**src/rcf_pkg.sv**
```systemverilog
/*
  Constants, field layouts and carrier types of the rate-of-change-of-
  frequency stage: time base, setting ranges, register offsets, states.
  Assumes a 10 MHz system clock and a 10 ms measurement interval.
*/
`default_nettype none
package rcf_pkg;

  // Clock and measurement time base
  localparam int CLK_NS = 100;
  localparam int TICK_MS = 10;
  localparam int TICK_NS = TICK_MS * 1000000;
  localparam int TICK_CYC = TICK_NS / CLK_NS;

  // Stage timing, in ms and in whole intervals
  localparam int PICKUP_MS = 80;
  localparam int START_MS = 60;
  localparam int STABLE_MS = 80;
  localparam int DLY_STEP_MS = 20;
  localparam logic [3:0] PICKUP_TICKS = 4'(PICKUP_MS / TICK_MS);
  localparam logic [3:0] START_TICKS = 4'(START_MS / TICK_MS);
  localparam logic [3:0] STABLE_TICKS = 4'(STABLE_MS / TICK_MS);
  localparam logic [9:0] DLY_TICK_MUL = 10'(DLY_STEP_MS / TICK_MS);

  // Evaluation interval choices of the programmable stages
  localparam int EVAL_S_MS = 10;
  localparam int EVAL_M_MS = 20;
  localparam int EVAL_L_MS = 100;
  localparam logic [3:0] EVAL_DIV_S = 4'(EVAL_S_MS / TICK_MS);
  localparam logic [3:0] EVAL_DIV_M = 4'(EVAL_M_MS / TICK_MS);
  localparam logic [3:0] EVAL_DIV_L = 4'(EVAL_L_MS / TICK_MS);

  // Setting ranges (threshold 0.1 Hz/s, delays 20 ms) and defaults
  localparam logic [6:0] THR_MIN = 7'h02;
  localparam logic [6:0] THR_MAX = 7'h64;
  localparam logic [8:0] DLY_MAX = 9'h1F4;
  localparam logic [6:0] THR_RST = 7'h05;
  localparam logic [8:0] DLY_RST = 9'h01E;

  // Register offsets
  localparam logic [7:0] OFS_CTRL = 8'h00;
  localparam logic [7:0] OFS_STATUS = 8'h04;
  localparam logic [7:0] OFS_PROG = 8'h08;
  localparam logic [3:0] GRP_PAGE = 4'h1;

  // Field positions
  localparam int CTRL_GRP = 0;
  localparam int CTRL_EVAL = 2;
  localparam int CTRL_LATCH = 4;
  localparam int CTRL_STORE = 6;
  localparam int CTRL_REL = 7;
  localparam int GRP_THR = 0;
  localparam int GRP_TOP = 8;
  localparam int GRP_TMIN = 20;
  localparam int PROG_MODE = 0;
  localparam int PROG_SEL_A = 2;
  localparam int PROG_SEL_B = 7;
  localparam int STAT_STATE = 0;
  localparam int STAT_START = 2;
  localparam int STAT_TRIP = 3;
  localparam int STAT_LATCH = 4;
  localparam int STAT_LV = 6;
  localparam int STAT_DEP = 7;
  localparam int STAT_GRP = 8;

  typedef enum logic [1:0] {
    ST_IDLE = 2'h0,
    ST_ARM = 2'h1,
    ST_RUN = 2'h3,
    ST_DONE = 2'h2
  } rcf_state_e;

  typedef enum logic [1:0] {
    PM_OVER = 2'h0,
    PM_UNDER = 2'h1,
    PM_DIFF = 2'h2,
    PM_MAGDIFF = 2'h3
  } rcf_mode_e;

  typedef struct packed {
    logic [6:0] thr;
    logic [8:0] top;
    logic [8:0] tmin;
  } rcf_grp_s;

  typedef struct packed {
    logic psel;
    logic penable;
    logic pwrite;
    logic [7:0] paddr;
    logic [31:0] pwdata;
  } rcf_apb_req_s;

  typedef struct packed {
    logic [31:0] prdata;
    logic pready;
    logic pslverr;
  } rcf_apb_rsp_s;

  typedef struct packed {
    logic store_en;
    logic [1:0] kept;
    logic restore;
    logic [1:0] grp;
    logic [1:0] eval_sel;
    logic [1:0] latch_en;
    rcf_mode_e mode;
    logic [4:0] sel_a;
    logic [4:0] sel_b;
    rcf_grp_s [3:0] set;
    logic [16:0] tick_cnt;
    logic [3:0] eval_cnt;
    logic eval_tick;
    logic [16:0] prev_freq;
    logic have_prev;
    logic [16:0] start_freq;
    rcf_state_e st;
    logic [3:0] cnt;
    logic [10:0] n;
    logic start_out;
    logic trip;
    logic [1:0] latched;
    logic [1:0] contacts;
    logic [31:0] prdata;
  } rcf_regs_s;

  localparam rcf_grp_s GRP_RST = '{
    thr: THR_RST,
    top: DLY_RST,
    tmin: DLY_RST
  };

  localparam rcf_regs_s REGS_RST = '{
    set: {4{GRP_RST}},
    restore: 1'b1,
    mode: PM_OVER,
    st: ST_IDLE,
    default: '0
  };

endpackage
`default_nettype wire

```
**src/rcf_stage.sv**
```systemverilog
/*
  Rate-of-change-of-frequency protection stage with four setting groups,
  output latching with restore after restart, and an APB register slave.
  Assumes freq_mhz, lv_block and release_req come from logic on clk;
  por clears everything, rst is a device restart that keeps the stored
  latch states. The measurement interval is TICK_CYCLES clocks; all
  stage delays are whole intervals, so timing resolution is one tick.
  Group settings return to defaults on restart; only the latch copy
  and the store enable survive, since the rest of the bank is not retained.

*/
// The placing of the registers and the APB slave port were chosen for this implementation.
`timescale 1ns/10ps
`default_nettype none
module rcf_stage #(
  parameter int TICK_CYCLES = rcf_pkg::TICK_CYC
) (
  input wire logic clk,
  input wire logic rst,
  input wire logic por,
  input wire rcf_pkg::rcf_apb_req_s apb_req,
  output var rcf_pkg::rcf_apb_rsp_s apb_rsp,
  input wire logic [16:0] freq_mhz,
  input wire logic lv_block,
  input wire logic release_req,
  output var logic [1:0] output_contacts,
  output var logic eval_tick,
  output var rcf_pkg::rcf_mode_e prog_mode,
  output var logic [4:0] prog_sel_a,
  output var logic [4:0] prog_sel_b
);
  import rcf_pkg::*;

  // Registered state and its next value
  rcf_regs_s r;
  rcf_regs_s next_r;

  // Active and incoming group settings
  rcf_grp_s cur;
  rcf_grp_s wgrp;
  logic mapped;
  logic is_grp;
  logic diff_mode;
  logic [31:0] rd;

  // Strobes derived each cycle
  logic tick;
  logic wr;
  logic rel;
  logic clr;
  logic above;
  logic trip_ok;

  // Slope and average arithmetic, in mHz and ticks
  logic [17:0] delta;
  logic [17:0] acc;
  logic [16:0] mag;
  logic [16:0] acc_mag;
  logic [16:0] lim;
  logic [9:0] top_t;
  logic [9:0] tmin_t;
  logic [10:0] n_inc;
  logic [3:0] div;
  logic [1:0] live;

  // Second coupling only meaningful in the difference modes
  assign diff_mode = (r.mode == PM_DIFF) || (r.mode == PM_MAGDIFF);

  // Address decode and read data
  // Unaligned or unlisted words fall to the default, unmapped
  always_comb
  begin
    mapped = 1'b0;
    rd = 32'h0000_0000;
    is_grp = (apb_req.paddr[7:4] == GRP_PAGE)
      && (apb_req.paddr[1:0] == 2'h0);
    case (apb_req.paddr)
      OFS_CTRL:
      begin
        mapped = 1'b1;
        rd[CTRL_GRP +: 2] = r.grp;
        rd[CTRL_EVAL +: 2] = r.eval_sel;
        rd[CTRL_LATCH +: 2] = r.latch_en;
        rd[CTRL_STORE] = r.store_en;
      end
      OFS_STATUS:
      begin
        mapped = 1'b1;
        rd[STAT_STATE +: 2] = r.st;
        rd[STAT_START] = r.start_out;
        rd[STAT_TRIP] = r.trip;
        rd[STAT_LATCH +: 2] = r.latched;
        rd[STAT_LV] = lv_block;
        rd[STAT_DEP] = cur.tmin < cur.top;
        rd[STAT_GRP +: 2] = r.grp;
      end
      OFS_PROG:
      begin
        mapped = 1'b1;
        rd[PROG_MODE +: 2] = r.mode;
        rd[PROG_SEL_A +: 5] = r.sel_a;
        rd[PROG_SEL_B +: 5] = diff_mode ? r.sel_b : 5'h00;
      end
      default:
      begin
        if (is_grp)
        begin
          mapped = 1'b1;
          rd[GRP_THR +: 7] = r.set[apb_req.paddr[3:2]].thr;
          rd[GRP_TOP +: 9] = r.set[apb_req.paddr[3:2]].top;
          rd[GRP_TMIN +: 9] = r.set[apb_req.paddr[3:2]].tmin;
        end
      end
    endcase
  end

  // Clamped group write value
  // Out-of-range settings saturate instead of being refused
  always_comb
  begin
    wgrp.thr = apb_req.pwdata[GRP_THR +: 7];
    wgrp.top = apb_req.pwdata[GRP_TOP +: 9];
    wgrp.tmin = apb_req.pwdata[GRP_TMIN +: 9];
    if (wgrp.thr < THR_MIN)
      wgrp.thr = THR_MIN;
    else if (wgrp.thr > THR_MAX)
      wgrp.thr = THR_MAX;
    if (wgrp.top > DLY_MAX)
      wgrp.top = DLY_MAX;
    if (wgrp.tmin > DLY_MAX)
      wgrp.tmin = DLY_MAX;
  end

  // Active group and slope arithmetic
  // Tmin above top is treated as top, which keeps definite time
  // Trip product fits 17 bits: 100 times 1000 ticks at most
  always_comb
  begin
    cur = r.set[r.grp];
    top_t = 10'(cur.top) * DLY_TICK_MUL;
    tmin_t = 10'(cur.tmin) * DLY_TICK_MUL;
    if (tmin_t > top_t)
      tmin_t = top_t;
    delta = {1'b0, freq_mhz} - {1'b0, r.prev_freq};
    mag = delta[17] ? 17'(-delta) : delta[16:0];
    above = r.have_prev && (mag > 17'(cur.thr));
    acc = {1'b0, freq_mhz} - {1'b0, r.start_freq};
    acc_mag = acc[17] ? 17'(-acc) : acc[16:0];
    lim = 17'(cur.thr) * 17'(top_t);
    n_inc = r.n + 11'h001;
    // Trip window from minimum delay to operate delay
    trip_ok = (n_inc >= {1'b0, tmin_t})
      && (n_inc <= {1'b0, top_t})
      && (acc_mag > lim);
  end

  // Next-state logic
  // Register writes, strobes, stage sequence and latches in one pass
  // Later sections see earlier ones through next_r, so order matters
  always_comb
  begin
    next_r = r;
    next_r.eval_tick = 1'b0;
    wr = apb_req.psel && apb_req.penable && apb_req.pwrite;
    rel = release_req;
    // Free-running interval counter, restarted only by reset
    tick = r.tick_cnt == 17'(TICK_CYCLES - 1);
    next_r.tick_cnt = tick ? 17'h0_0000 : r.tick_cnt + 17'h0_0001;

    // Register writes
    if (wr && mapped)
    begin
      // STATUS is read-only; its branch only keeps the group
      case (apb_req.paddr)
        OFS_CTRL:
        begin
          next_r.grp = apb_req.pwdata[CTRL_GRP +: 2];
          next_r.eval_sel = apb_req.pwdata[CTRL_EVAL +: 2];
          next_r.latch_en = apb_req.pwdata[CTRL_LATCH +: 2];
          next_r.store_en = apb_req.pwdata[CTRL_STORE];
          rel = rel || apb_req.pwdata[CTRL_REL];
        end
        OFS_PROG:
        begin
          next_r.mode = rcf_mode_e'(apb_req.pwdata[PROG_MODE +: 2]);
          next_r.sel_a = apb_req.pwdata[PROG_SEL_A +: 5];
          next_r.sel_b = apb_req.pwdata[PROG_SEL_B +: 5];
        end
        OFS_STATUS:
        begin
          next_r.grp = r.grp;
        end
        default:
        begin
          next_r.set[apb_req.paddr[3:2]] = wgrp;
        end
      endcase
    end

    // Read data captured in the setup cycle
    // Holds through the access phase, so a late decode cannot glitch
    if (apb_req.psel && !apb_req.penable)
      next_r.prdata = rd;

    // Evaluation strobe for the programmable stages
    // A shrunk divider wraps at once rather than waiting a lap
    case (r.eval_sel)
      2'h0: div = EVAL_DIV_S;
      2'h1: div = EVAL_DIV_M;
      default: div = EVAL_DIV_L;
    endcase
    if (tick)
    begin
      if (r.eval_cnt + 4'h1 >= div)
      begin
        next_r.eval_cnt = 4'h0;
        next_r.eval_tick = 1'b1;
      end
      else
        next_r.eval_cnt = r.eval_cnt + 4'h1;
    end

    // Stage sequence, once per measurement interval
    // Between ticks the sequence holds, only bus writes and blocking act
    if (tick)
    begin
      next_r.prev_freq = freq_mhz;
      next_r.have_prev = 1'b1;
      case (r.st)
        ST_IDLE, ST_ARM:
        begin
          if (above)
          begin
            next_r.st = ST_ARM;
            next_r.cnt = r.cnt + 4'h1;
            if (r.cnt + 4'h1 == PICKUP_TICKS)
            begin
              next_r.st = ST_RUN;
              next_r.start_freq = freq_mhz;
              next_r.n = 11'h000;
              next_r.cnt = 4'h0;
            end
          end
          else
          begin
            next_r.st = ST_IDLE;
            next_r.cnt = 4'h0;
          end
        end
        ST_RUN:
        begin
          // Slope dips do not release; average keeps running
          next_r.n = n_inc;
          if (n_inc == 11'(START_TICKS))
            next_r.start_out = 1'b1;
          if (trip_ok)
            next_r.trip = 1'b1;
          if (n_inc > {1'b0, top_t})
          begin
            next_r.st = ST_DONE;
            next_r.cnt = 4'h0;
          end
        end
        ST_DONE:
        begin
          if (above)
            next_r.cnt = 4'h0;
          else
          begin
            next_r.cnt = r.cnt + 4'h1;
            if (r.cnt + 4'h1 == STABLE_TICKS)
            begin
              next_r.st = ST_IDLE;
              next_r.start_out = 1'b0;
              next_r.trip = 1'b0;
              next_r.cnt = 4'h0;
            end
          end
        end
        default:
        begin
          next_r.st = ST_IDLE;
        end
      endcase
    end

    // Blocking or group change abandons any running sequence
    // Applied after the sequence, so it overrides a same-tick trip
    clr = lv_block || (next_r.grp != r.grp);
    if (clr)
    begin
      next_r.st = ST_IDLE;
      next_r.cnt = 4'h0;
      next_r.n = 11'h000;
      next_r.start_freq = 17'h0_0000;
      next_r.start_out = 1'b0;
      next_r.trip = 1'b0;
    end

    // Latches: restore once after restart, then set wins over release
    // Kept copy tracks the latches only while storage is enabled
    if (r.restore)
    begin
      next_r.restore = 1'b0;
      next_r.latched = r.store_en ? r.kept : 2'h0;
    end

    // Live bits come after clearing, so blocking drops them
    live = {next_r.trip, next_r.start_out};
    for (int i = 0; i < 2; i++)
    begin
      if (r.latch_en[i] && live[i])
        next_r.latched[i] = 1'b1;
      else if (rel)
        next_r.latched[i] = 1'b0;
    end

    // Copy and contacts from the final latch value
    next_r.kept = next_r.store_en ? next_r.latched : 2'h0;
    next_r.contacts = live | next_r.latched;
  end

  // State register; restart keeps the stored latch copy
  // Power-on clear drops the copy as well
  always_ff @(posedge clk)
  begin
    if (por)
      r <= REGS_RST;
    else if (rst)
    begin
      r <= REGS_RST;
      r.store_en <= r.store_en;
      r.kept <= r.kept;
    end
    else
      r <= next_r;
  end

  // Bus response; no wait states, error only in the access phase
  assign apb_rsp = '{
    prdata: r.prdata,
    pready: 1'b1,
    pslverr: apb_req.psel && apb_req.penable && !mapped
  };

  // Stage and programmable-stage outputs
  assign output_contacts = r.contacts;
  assign eval_tick = r.eval_tick;
  assign prog_mode = r.mode;
  assign prog_sel_a = r.sel_a;
  assign prog_sel_b = diff_mode ? r.sel_b : 5'h00;

endmodule
`default_nettype wire

```
**config.mk**
```make
export PLATFORM = sky130hd
export DESIGN_NAME = rcf_stage
export DESIGN_NICKNAME = d
export VERILOG_FILES = /design/src/rcf_pkg.sv /design/src/rcf_stage.sv
export SDC_FILE = /design/constraint.sdc
export NUM_CORES = 1
export LEC_CHECK = 0
export CELL_PAD_IN_SITES_DETAIL_PLACEMENT = 2
export CELL_PAD_IN_SITES_GLOBAL_PLACEMENT = 2
export CORE_MARGIN = 2
export CORE_UTILIZATION = 25
export DETAILED_ROUTE_END_ITERATION = 10
export DONT_BUFFER_PORTS = 1
export PLACE_DENSITY_LB_ADDON = 0.1
export SLEW_MARGIN = 0
export SYNTH_ARGS = -nofsm -noshare
export SYNTH_HDL_FRONTEND = slang
export SYNTH_SLANG_ARGS = --single-unit
```
**constraint.sdc**
```tcl
create_clock -name clk -period 20.9 [get_ports clk]
set_clock_uncertainty 0.05 [all_clocks]
set_input_delay 3.135 -clock clk [delete_from_list [all_inputs] [get_ports clk]]
set_output_delay 3.135 -clock clk [all_outputs]
set_load 0.1 [all_outputs]
```
After elaboration in Yosys (flattened, before gate mapping)
Index checks and enable logic that the tools add are counted.

word-level totals
  bits in latches = 0
  memory bits (writable) = 0
  register bits = 228
  bits in read-only memories = 0
  bits of input ports = 65
  output and inout port bits = 49
  word-level logic and storage cells = 183
  memories kept = 0

operators by class
  $lt $le $gt $ge = 15
  $mul = 1
  bitwise logic cells = 3
  reduce and logical (&&, ||, !) cells = 36
  muxes and demuxes = 67
  add/subtract/negate cells = 8
  divide/modulo/power cells = 0
  equal/unequal tests = 18
  shift operators = 0

operators with widths
  cell                   count
  $mux 231               1
  $mux 118               1
  $bmux 25 s2            2
  $bwmux 100             1
  $mux 100               1
  $mux 17                5
  $mux 25                3
  $mux 54                1
  $demux 25 s2           1
  $mux 9                 5
  $mux 36                1
  $sub 17x17->18         2
  $mux 34                1
  $neg 17->17            2
  $mux 29                1
  $pmux 11 s2            1
  $mux 7                 3
  $pmux 7 s3             1
  $gt 9x9->1 const B     2
  $mux 6                 3
  $pmux 6 s3             1
  $add 17x1->17 const B  1
  $eq 17x17->1 const B   1
  $gt 17x17->1           1
  other kinds (46)       106

Logic depth before layout (Yosys ltp)
Gate-level depths: netlist of run 1.

  depth after elaboration = 15
  depth in mapped cells = 31
  mapped depth without buffers = 29

Least setup slack after synthesis of run 1
OpenSTA, ideal clock, no wires.

  kind = input-to-output
  start point = input apb_req[34] in the netlist's numbering
  end point = output apb_rsp[0] in the netlist's numbering
  data required time = 17.715 ns
  buffers on the path = 2
  arrival time = 5.081 ns
  setup slack = 12.634 ns
  cell stages on the path = 5
  cells stage by stage = clkbuf_1 clkbuf_1 nand2_1 o21ai_0 and3_1

RTL lines
  item                line             RTL
  start: declaration  rcf_stage.sv:21  input wire rcf_pkg::rcf_apb_req_s apb_req,
  end: declaration    rcf_stage.sv:22  output var rcf_pkg::rcf_apb_rsp_s apb_rsp,

Worst setup path in the final report of run 1
  start point = register r[228] in the netlist's numbering
  end point = register r, in the netlist output_contacts[1]

between the ends
  cells in the longest elaborated chain, start to end = 14
  elaborated cells between the ends (all ways) = 24
  classes of those cells = mul (1); order compare (5); eq/ne (1); mux (11); bitwise (1); reduce/logical (5)

ends and longest elaborated chain
  item                                                                   line              RTL
  start: declaration                                                     rcf_stage.sv:35   rcf_regs_s r;
  start signal: assignment                                               rcf_stage.sv:336  r <= next_r;
  parallel branches: the longest is 10 deep, another holds $gt 17x17->1  n/a
  $mux 36 (*)                                                            rcf_stage.sv:290  if (clr)
  $logic_and 1x1->1                                                      rcf_stage.sv:312  if (r.latch_en[i] && live[i])
  $mux 1                                                                 rcf_stage.sv:312
  $or 2x2->2 (*)                                                         rcf_stage.sv:320  next_r.contacts = live | next_r.latched;

Every way passes the cells marked *. The select of a mux whose other input is x is not followed.
A chain may end at the register's enable or synchronous reset.

==> reports/results.txt, run 1 <==
Initial DRT Pass Iterations = 6
RSZ-0062 raised after global routing = false
Die ar. = 0.06726 mm^2
slowest CP cell = mux4_2
critical path type = reg -> reg
total CTS buffers = 31
vias in the first global route = 15410
ys flop type = dfxtp_1
Fin Setup TNS = 0 ps
Nets = 2107
wire per inst = 21.26 um
1st-iter DRT viols = 498
Sw Ratio = 26.01%
Clock power frac = 51.9%
diode count = 0
f_max = 115.0 MHz
placed cell areas = 0.01685 mm^2
maxcap violations = 0
port bufs = 0
Worst Hold Launch = r[95]$_SDFF_PP0_
pwr dens = 63.16 mW/mm^2
Worst Hold Path EP = r[95]$_SDFF_PP0_
hold depth = 1
antenna-violating nets left = 0
Worst setup EP type = register
Die X-Extent = 259.3 um
area grow syn2layout = 10.19%
dpl hpwl = 42960 um
shortest period the worst path allows = 8693 ps
reg2reg setup slack = 12210 ps
Post-Synthesis Cells = 1959
# setup viols final = 0
Core Area = 0.06446 mm^2
Crit Path Max Fanout = 29
fin area = 0.01796 mm^2
clock-pin slew on the worst setup and hold paths = 60 ps
TritonCTS clock tree = built
delay-heaviest family, CP = adder cells
run status = finished clean
synthesized area per cell = 8.320 um^2
worst r2r path cells = 28
Seq pwr share = 38.7%
DR vias/cell = 5.044
Worst Tran Pin Value = 1172 ps
Critical Path Source Type = register
Worst R2R Start = r[228]$_SDFF_PP0_
Cell Int Power = 0.8394 mW
Max Root-Sink Buffers = 3
share of cells above drive strength 1 = 7.838%
total wire length = 58590 um
Cell variety after synth = 85
Comb pwr share = 9.3%
# DRC = 0
Crit path required time = 21340 ps
Sink Count = 228
final slew viol count = 0
grt ovf = 0
register area share after synthesis = 28.00%
Slew HR = 21.90%
GP Congestion = 0.7645
GRT Util Overall = 17.44%
Cell Area, Synth = 0.01630 mm^2
CP Buf/Inv Count = 6
Worst Path Arrival = 9140 ps
first-pass GRT wire length = 91690 um
Max IR drop VDD = 0.05871 mV
most frequent cells in the layout = 305 x nand2_1, 227 x dfxtp_1, 167 x a21oi_1
P_sw = 0.2951 mW
r2r endpoint = output_contacts[1]$_SDFF_PP0_
Worst Hold Class = reg -> reg
I/O Pins = 114
dpl cells = 2700
Leak Pwr = 6.680 nW
via count = 13900
EDFF count, synth = 0
Yosys warning total = 0
hold-fix buffers at CTS = 0
post-CTS sizing = 0
asr flop ratio synth = 0%
Rows = 93
Setup Fix Bufs, Post-CTS = 0
Root Driver = clkbuf_16
largest net degree at the start of global routing = 72
initial antenna violation count = 0
FF+latch count, synth = 228
die height = 259.3 um
Hold Slack = 393.3 ps
H-tree lvl count = 1
Critical Path Max Stage Delay = 690 ps
Layout Utilization = 27.86%
final hold vios = 0
fin crit share = 41.59%
commonest non-fill, non-tap cell in the layout = nand2_1
Finished Layout Cells = 2756
clock insertion delay at the later pin of the skew report = 590 ps
Initial Utilization = 25.28%
## kinds of logic (layout without fill, tap and decap cells)
family / after synthesis / count (layout) / synth area share, %
XOR/XNOR: 83 / 83 / 4.460
adder cells (fa/ha/maj): 164 / 164 / 14.25
AO/OA/AOI/OAI: 422 / 422 / 16.71
multiplexers: 92 / 92 / 9.534
flip-flops: 228 / 228 / 28.00
other: 2 / 7 / 0.04608
buffers and inverters: 251 / 188 / 6.947
AND/OR/NAND/NOR: 717 / 717 / 20.05
## per-stage QoR
stage	power, mW	setup WS, ps
after floorplan	0.5354	12630
after global placement	0.5527	12040
after detailed placement	0.5559	11940
after CTS	1.156	11930
after global routing	1.187	11360
final	1.135	12210
## cell usage after synthesis, drive strengths merged, types with 3 or more instances
cell | count | area (um^2)
nor4 | 9 | 71.32
nand2b | 15 | 93.84
nor2b | 13 | 81.33
and4 | 3 | 26.28
and3 | 20 | 125.1
mux2 | 3 | 33.78
nand2 | 308 | 1156
or2 | 4 | 25.02
o21bai | 5 | 37.54
or4 | 6 | 48.80
o21ai | 68 | 344.1
nand3 | 89 | 450.4
o2bb2ai | 3 | 26.28
and2 | 33 | 206.5
a21o | 35 | 262.8
o31ai | 6 | 45.04
dfxtp | 228 | 4564
mux4 | 50 | 1126
nor3 | 31 | 160.1
a32oi | 3 | 26.28
inv | 112 | 420.4
fa | 36 | 720.7
a211oi | 7 | 65.06
clkinv | 4 | 15.01
o211a | 3 | 30.03
o211ai | 35 | 267.8
a22oi | 6 | 45.04
a31oi | 11 | 83.83
o21a | 27 | 202.7
buf | 58 | 407.9
a21boi | 3 | 22.52
nand4 | 19 | 118.9
a21oi | 168 | 852.1
clkbuf | 77 | 289.0
xnor2 | 62 | 543.0
ha | 128 | 1602
a22o | 5 | 43.79
o32ai | 3 | 26.28
or3 | 14 | 87.58
xor2 | 21 | 183.9
a221oi | 9 | 91.34
a2111oi | 4 | 53.81
mux2i | 39 | 394.1
nor2 | 144 | 540.5
## power groups by stage
stage / combinational (mW) / sequential, mW / clock [mW]
after floorplan: 0.0901 / 0.445 / 0
after global placement: 0.104 / 0.449 / 0
after detailed placement: 0.107 / 0.449 / 0
after CTS: 0.108 / 0.439 / 0.609
after global routing: 0.120 / 0.439 / 0.628
final: 0.106 / 0.439 / 0.589
## layer usage
| metal | global-route usage [%] | vias up | wire length (um) |
|---|---|---|---|
| met5 | 0 | - | 0 |
| met4 | 2.714 | 0 | 745 |
| met3 | 2.460 | 50 | 1796 |
| met2 | 31.64 | 121 | 29240 |
| met1 | 22.15 | 7068 | 26820 |
| li1 | - | 6662 | - |
## worst max-delay path by stage
| stage | startpoint | end | slack (ps) | cells after the start |
|---|---|---|---|---|
| floorplan | apb_req[34] | apb_rsp[0] | 12630 | 5 |
| global placement | r[228]$_SDFF_PP0_ | output_contacts[1]$_SDFF_PP0_ | 12040 | 28 |
| detailed placement | r[228]$_SDFF_PP0_ | output_contacts[1]$_SDFF_PP0_ | 11940 | 28 |
| CTS | r[228]$_SDFF_PP0_ | output_contacts[1]$_SDFF_PP0_ | 11930 | 28 |
| global route | r[228]$_SDFF_PP0_ | output_contacts[1]$_SDFF_PP0_ | 11360 | 28 |
| finish | r[228]$_SDFF_PP0_ | output_contacts[1]$_SDFF_PP0_ | 12210 | 28 |
## layout make-up
cell class | count | area (um^2)
multi-input cells | 1485 | 10650
clock buffers | 41 | 873.3
fillers | 7331 | 46500
inverters | 116 | 437.9
well taps | 855 | 1070
repair buffers | 16 | 120.1
clock inverters | 15 | 240.2
flip-flops and latches | 228 | 4566
(Power assumes the default switching activity.)
==> run 2: changes to the inputs <==
--- a/config.mk
+++ b/config.mk
@@ -5,6 +5,7 @@
 export SDC_FILE = /design/constraint.sdc
 export NUM_CORES = 1
 export LEC_CHECK = 0
+export ABC_AREA = 1
 export CELL_PAD_IN_SITES_DETAIL_PLACEMENT = 2
 export CELL_PAD_IN_SITES_GLOBAL_PLACEMENT = 2
 export CORE_MARGIN = 2
==> constraint.sdc (replaced) <==
create_clock -name clk -period 7 [get_ports clk]
set_clock_uncertainty 0.05 [all_clocks]
set_input_delay 1.05 -clock clk [delete_from_list [all_inputs] [get_ports clk]]
set_output_delay 1.05 -clock clk [all_outputs]
set_load 0.1 [all_outputs]
==> run 2 against run 1 <==
- maximum frequency rose by 27%
- setup slack got worse by 12000 ps
- routed wire length rose by 11%
- via count rose by 15%
- final cell count rose by 18%
- critical path type unchanged
- critical endpoint is now r[232]$_SDFFE_PP0N_
==> reports/results.txt, run 2 <==
f_max = 145.7 MHz
register area share after synthesis = 28.02%
slowest CP cell = fa_1
largest cells by area after synthesis = dfxtp_1 28%, nand2_1 9.9%, ha_1 9.8%, inv_1 7.2%, a21oi_1 6.8%
port bufs = 0
Die ar. = 0.06721 mm^2
Root Driver = clkbuf_16
largest net degree at the start of global routing = 88
die height = 259.2 um
grt ovf = 0
share of cells above drive strength 1 = 11.77%
most frequent cell after synthesis = nand2_1
via count = 16010
ys flop type = dfxtp_1
GRT Util Overall = 19.00%
Leak Pwr = 8.272 nW
Post-Synthesis Cells = 2357
Max Root-Sink Buffers = 3
Crit path top cell by count = nand2_2
Initial DRT Pass Iterations = 4
Sink Count = 228
RSZ-0062 raised after global routing = true
clock-pin slew on the worst setup and hold paths = 60 ps
first-pass GRT wire length = 100300 um
Die X-Extent = 259.2 um
area leader, netlist = dfxtp_1
maxcap violations = 0
FF+latch count, synth = 228
Crit path required time = 7460 ps
antenna-violating nets left = 0
Initial Utilization = 25.26%
total CTS buffers = 31
initial antenna violation count = 1
1st-iter DRT viols = 593
Rows = 93
Yosys warning total = 0
synthesized area per cell = 6.910 um^2
Critical Path Max Stage Delay = 520 ps
Worst Tran Pin Value = 1114 ps
shortest period the worst path allows = 6861 ps
fin crit share = 98.02%
top cells by count, synth = 428 x nand2_1, 311 x inv_1, 246 x nor2_1, 228 x dfxtp_1, 220 x a21oi_1
asr flop ratio synth = 0%
final hold vios = 0
final slew viol count = 0
commonest non-fill, non-tap cell in the layout = nand2_1
GP Congestion = 0.7822
CP Buf/Inv Count = 9
delay-heaviest family, CP = adder cells
vias in the first global route = 17420
most frequent cells in the layout = 421 x nand2_1, 301 x inv_1, 227 x dfxtp_1
Slew HR = 25.63%
Total Power = 3.334 mW
Layout Utilization = 29.60%
Max IR drop VDD = 0.1358 mV
Nets = 2609
dpl hpwl = 48740 um
Worst Path Arrival = 7320 ps
Core Area = 0.06446 mm^2
top-area cell type share of the netlist area = 28.02%
DR vias/cell = 4.910
Crit Path Max Fanout = 5
Worst setup EP type = register
TritonCTS clock tree = built
Cell variety after synth = 58
EDFF count, synth = 0
Cell Area, Synth = 0.01629 mm^2
H-tree lvl count = 1
Worst Hold Class = reg -> reg
Critical Path Source Type = register
critical path type = reg -> reg
total wire length = 64760 um
# setup viols final = 0
wire per inst = 19.87 um
area grow syn2layout = 17.15%
run status = finished clean
pwr dens = 174.7 mW/mm^2
I/O Pins = 114
# DRC = 0
clock insertion delay at the later pin of the skew report = 600 ps
run 2: changes by cell type after synthesis, moves of 25 or more:
cell / delta
nor2_1: +102
nand2_1: +120
and2_1: -29
o22ai_1: +26
o21ai_0: +136
mux4_2: -50
a21oi_1: +53
xnor2_1: -39
o21a_1: -25
inv_1: +199
a21o_1: -28
mux2i_1: -38
run 2: timing repair:
item	4_1_cts	5_1_grt
buffers inserted	10	21
hold buffers	0	0
gates cloned	2	3
gates resized for setup	13	73
endpoints found under the setup margin	4	4
pin swaps	5	36
run 2: kinds of logic after synthesis:
group / Yosys count / share of synthesized area, %
compound gates: 567 / 19.60
xor+xnor: 64 / 3.488
fa+ha+maj: 164 / 14.26
buf+inv: 457 / 11.66
flops: 228 / 28.02
other cells: 2 / 0.04611
simple gates: 875 / 22.92
run 2: cell type report:
type                            count  area [um^2]
Antenna cell                        1        2.502
Clock inverter                      6        98.84
Timing Repair Buffer              104        980.9
Multi-Input combinational cell   1677        10100
Sequential cell                   228         4568
Fill cell                        7680        45380
Inverter                          338         1300
Clock buffer                       51        960.9
Tap cell                          855         1070
run 2: metrics by stage:
stage	hold slack, ps	instance area (um^2)	instances	setup WS, ps	setup TNS, ps
final	406.0	19080	3260	138.7	0
after global placement	379.4	17320	3166	-96.77	-227.9
after global routing	429.1	19080	3259	-232.3	-742.8
after floorplan	367.6	16310	2362	78.35	0
after CTS	410.2	18560	3235	3.775	0
after detailed placement	401.9	17320	3166	-209.7	-604.7
run 2: path summary, 6_finish.rpt:
check               startpoint             endpoint  slack [ps]  depth (start not counted)
max          r[228]$_SDFF_PP0_  r[232]$_SDFFE_PP0N_         140                         42
min           r[95]$_SDFF_PP0_     r[95]$_SDFF_PP0_         410                          1
min reg2reg   r[95]$_SDFF_PP0_     r[95]$_SDFF_PP0_         410                          1
max reg2reg  r[228]$_SDFF_PP0_  r[232]$_SDFFE_PP0N_         140                         42
run 2: worst reg2reg max path: cells and delay by family, from the launching register on:
kind | cells | cell delay (ps)
adders and majority gates | 6 | 2620
and+or+nand+nor | 17 | 1320
AOI/OAI and AO/OA | 9 | 1310
buffers and inverters | 9 | 900
DFF | 1 | 410
xor gates and xnor gates | 1 | 140
run 2: per-layer routing:
layer | global-route usage (%) | vias to the layer above | routed length [um]
met5 | 0 | - | 13
met4 | 3.656 | 2 | 1041
met3 | 2.460 | 62 | 1951
met2 | 33.87 | 152 | 31720
met1 | 24.52 | 8030 | 30030
li1 | - | 7759 | -
run 2: power breakdown:
group	internal, mW	switching [mW]	total [mW]
clock	1.01	0.651	1.66
sequential	1.30	0.00536	1.30
combinational	0.114	0.259	0.373
total	2.42	0.915	3.33
==> run 3: changes to the inputs <==
==> constraint.sdc (replaced) <==
create_clock -name clk -period 7.1 [get_ports clk]
set_clock_uncertainty 0.05 [all_clocks]
set_input_delay 1.065 -clock clk [delete_from_list [all_inputs] [get_ports clk]]
set_output_delay 1.065 -clock clk [all_outputs]
set_load 0.1 [all_outputs]
==> run 3 against run 2 <==
- final cell count hardly changed
- routed wire length is 0.74% lower
- global-route usage is 0.13 points lower
- sequential share of layout area is 0.095 points lower
- maximum frequency is 0.79% lower
- cell area is 0.40% higher
- clock power is 7% higher
==> reports/results.txt, run 3 (synthesized netlist as in run 2, its figures left out) <==
commonest non-fill, non-tap cell in the layout = nand2_1
Worst setup EP type = register
Critical Path Max Stage Delay = 540 ps
diode count = 0
Worst Tran Pin Value = 1163 ps
via count = 16050
worst r2r path cells = 42
fin crit share = 97.41%
dpl cells = 3165
hold-fix buffers at CTS = 0
top routing layer used = met4
critical path type = reg -> reg
largest net degree at the start of global routing = 88
I/O Pins = 114
Worst Hold Path EP = r[95]$_SDFF_PP0_
Cell Int Power = 2.517 mW
Seq pwr share = 37.5%
DRT met1 WL = 29220 um
Die ar. = 0.06721 mm^2
Crit path top cell by count = nand2_2
Crit path required time = 7560 ps
final hold vios = 0
H-tree lvl count = 1
Slew HR = 22.37%
Finished Layout Cells = 3257
DR vias/cell = 4.928
Crit Path Max Fanout = 6
Core Area = 0.06446 mm^2
first-pass GRT wire length = 100500 um
shortest period the worst path allows = 6916 ps
met2 wire len = 32520 um
met3 wire len = 1643 um
run status = finished clean
most frequent cells in the layout = 422 x nand2_1, 303 x inv_1, 227 x dfxtp_1
port bufs = 0
pwr dens = 179.2 mW/mm^2
Worst Hold Class = reg -> reg
Leak Pwr = 8.268 nW
initial antenna violation count = 0
Worst R2R Start = r[228]$_SDFF_PP0_
dpl hpwl = 48800 um
Clock power frac = 51.9%
Die X-Extent = 259.2 um
Initial Utilization = 25.26%
Max Root-Sink Buffers = 3
Initial DRT Pass Iterations = 4
Nets = 2606
reg2reg setup slack = 180 ps
TritonCTS clock tree = built
Rows = 93
Sink Count = 228
Max IR drop VDD = 0.1924 mV
Worst Hold Launch = r[95]$_SDFF_PP0_
f_max = 144.6 MHz
Fillers = 7658
# setup viols final = 0
Total Power = 3.433 mW
total wire length = 64290 um
vias in the first global route = 17680
final slew viol count = 0
Root Driver = clkbuf_16
r2r endpoint = r[232]$_SDFFE_PP0N_
Critical Path Source Type = register
P_sw = 0.9163 mW
Comb pwr share = 10.7%
# DRC = 0
wire per inst = 19.74 um
RSZ-0062 raised after global routing = true
area grow syn2layout = 17.62%
Worst Path Arrival = 7380 ps
grt ovf = 0
antenna-violating nets left = 0
hold depth = 1
Sw Ratio = 26.69%
1st-iter DRT viols = 604
maxcap violations = 0
die height = 259.2 um
GRT Util Overall = 18.87%
clock-pin slew on the worst setup and hold paths = 60 ps
slowest CP cell = fa_1
share of cells above drive strength 1 = 12.41%
GP Congestion = 0.8078
total CTS buffers = 31
clock insertion delay at the later pin of the skew report = 610 ps
run 3: timing repair:
action                                  CTS  global route
buffers inserted                          3            29
gates cloned                              1             1
endpoints found under the setup margin    4             4
pin swaps                                 3            44
resized for setup                         7            97
run 3: power groups by stage:
stage / clock network [mW] / logic [mW] / registers (mW)
2_1_floorplan: 0 / 0.272 / 1.31
3_3_place_gp: 0 / 0.354 / 1.31
3_5_place_dp: 0 / 0.366 / 1.31
4_1_cts: 1.84 / 0.369 / 1.29
5_1_grt: 1.90 / 0.419 / 1.29
6_report: 1.78 / 0.367 / 1.29
run 3: worst max path at each step:
stage | start | to | depth (start not counted)
2_1_floorplan | r[228]$_SDFF_PP0_ | r[232]$_SDFFE_PP0N_ | 42
3_3_place_gp | r[228]$_SDFF_PP0_ | r[232]$_SDFFE_PP0N_ | 41
3_5_place_dp | r[228]$_SDFF_PP0_ | r[232]$_SDFFE_PP0N_ | 41
4_1_cts | r[228]$_SDFF_PP0_ | output_contacts[1]$_SDFF_PP0_ | 42
5_1_grt | r[228]$_SDFF_PP0_ | r[232]$_SDFFE_PP0N_ | 39
6_report | r[228]$_SDFF_PP0_ | r[232]$_SDFFE_PP0N_ | 42
run 3: final cells by class:
class | instances | area (um^2) | area share [%]
multi-input combinational | 1677 | 10160 | 53.02
sequential | 228 | 4568 | 23.85
inverter | 338 | 1294 | 6.753
tap | 855 | 1070 | 5.584
clock buffer | 42 | 917.1 | 4.787
timing repair buffer | 101 | 898.4 | 4.689
clock inverter | 16 | 252.7 | 1.319
run 3: worst max-delay path, delay by kind of cell, from the launching register on:
family,cells,cell delay [ps]
flip-flops,1,390
XOR/XNOR,1,150
AND/OR/NAND/NOR,17,1320
adder cells (fa/ha/maj),6,2660
AO/OA/AOI/OAI,9,1340
buffers and inverters,9,920
run 3: routing by layer:
layer,track usage [%],up-vias
met1,24.00,8081
li1,-,7752
met4,3.017,0
met5,0,-
met3,1.953,52
met2,34.71,165
run 3: through the flow:
step	instance area, um^2	utilization [%]	setup WS (ps)	hold WS [ps]	setup TNS (ps)
after floorplan	16310	-	178.4	367.6	0
after global routing	19160	29.72	-203.3	431.2	-624.4
after detailed placement	17300	26.84	-133.8	399.1	-311.4
final	19160	29.72	184.2	405.0	0
after CTS	18550	28.77	12.64	411.7	0
after global placement	17300	26.84	14.27	379.4	0
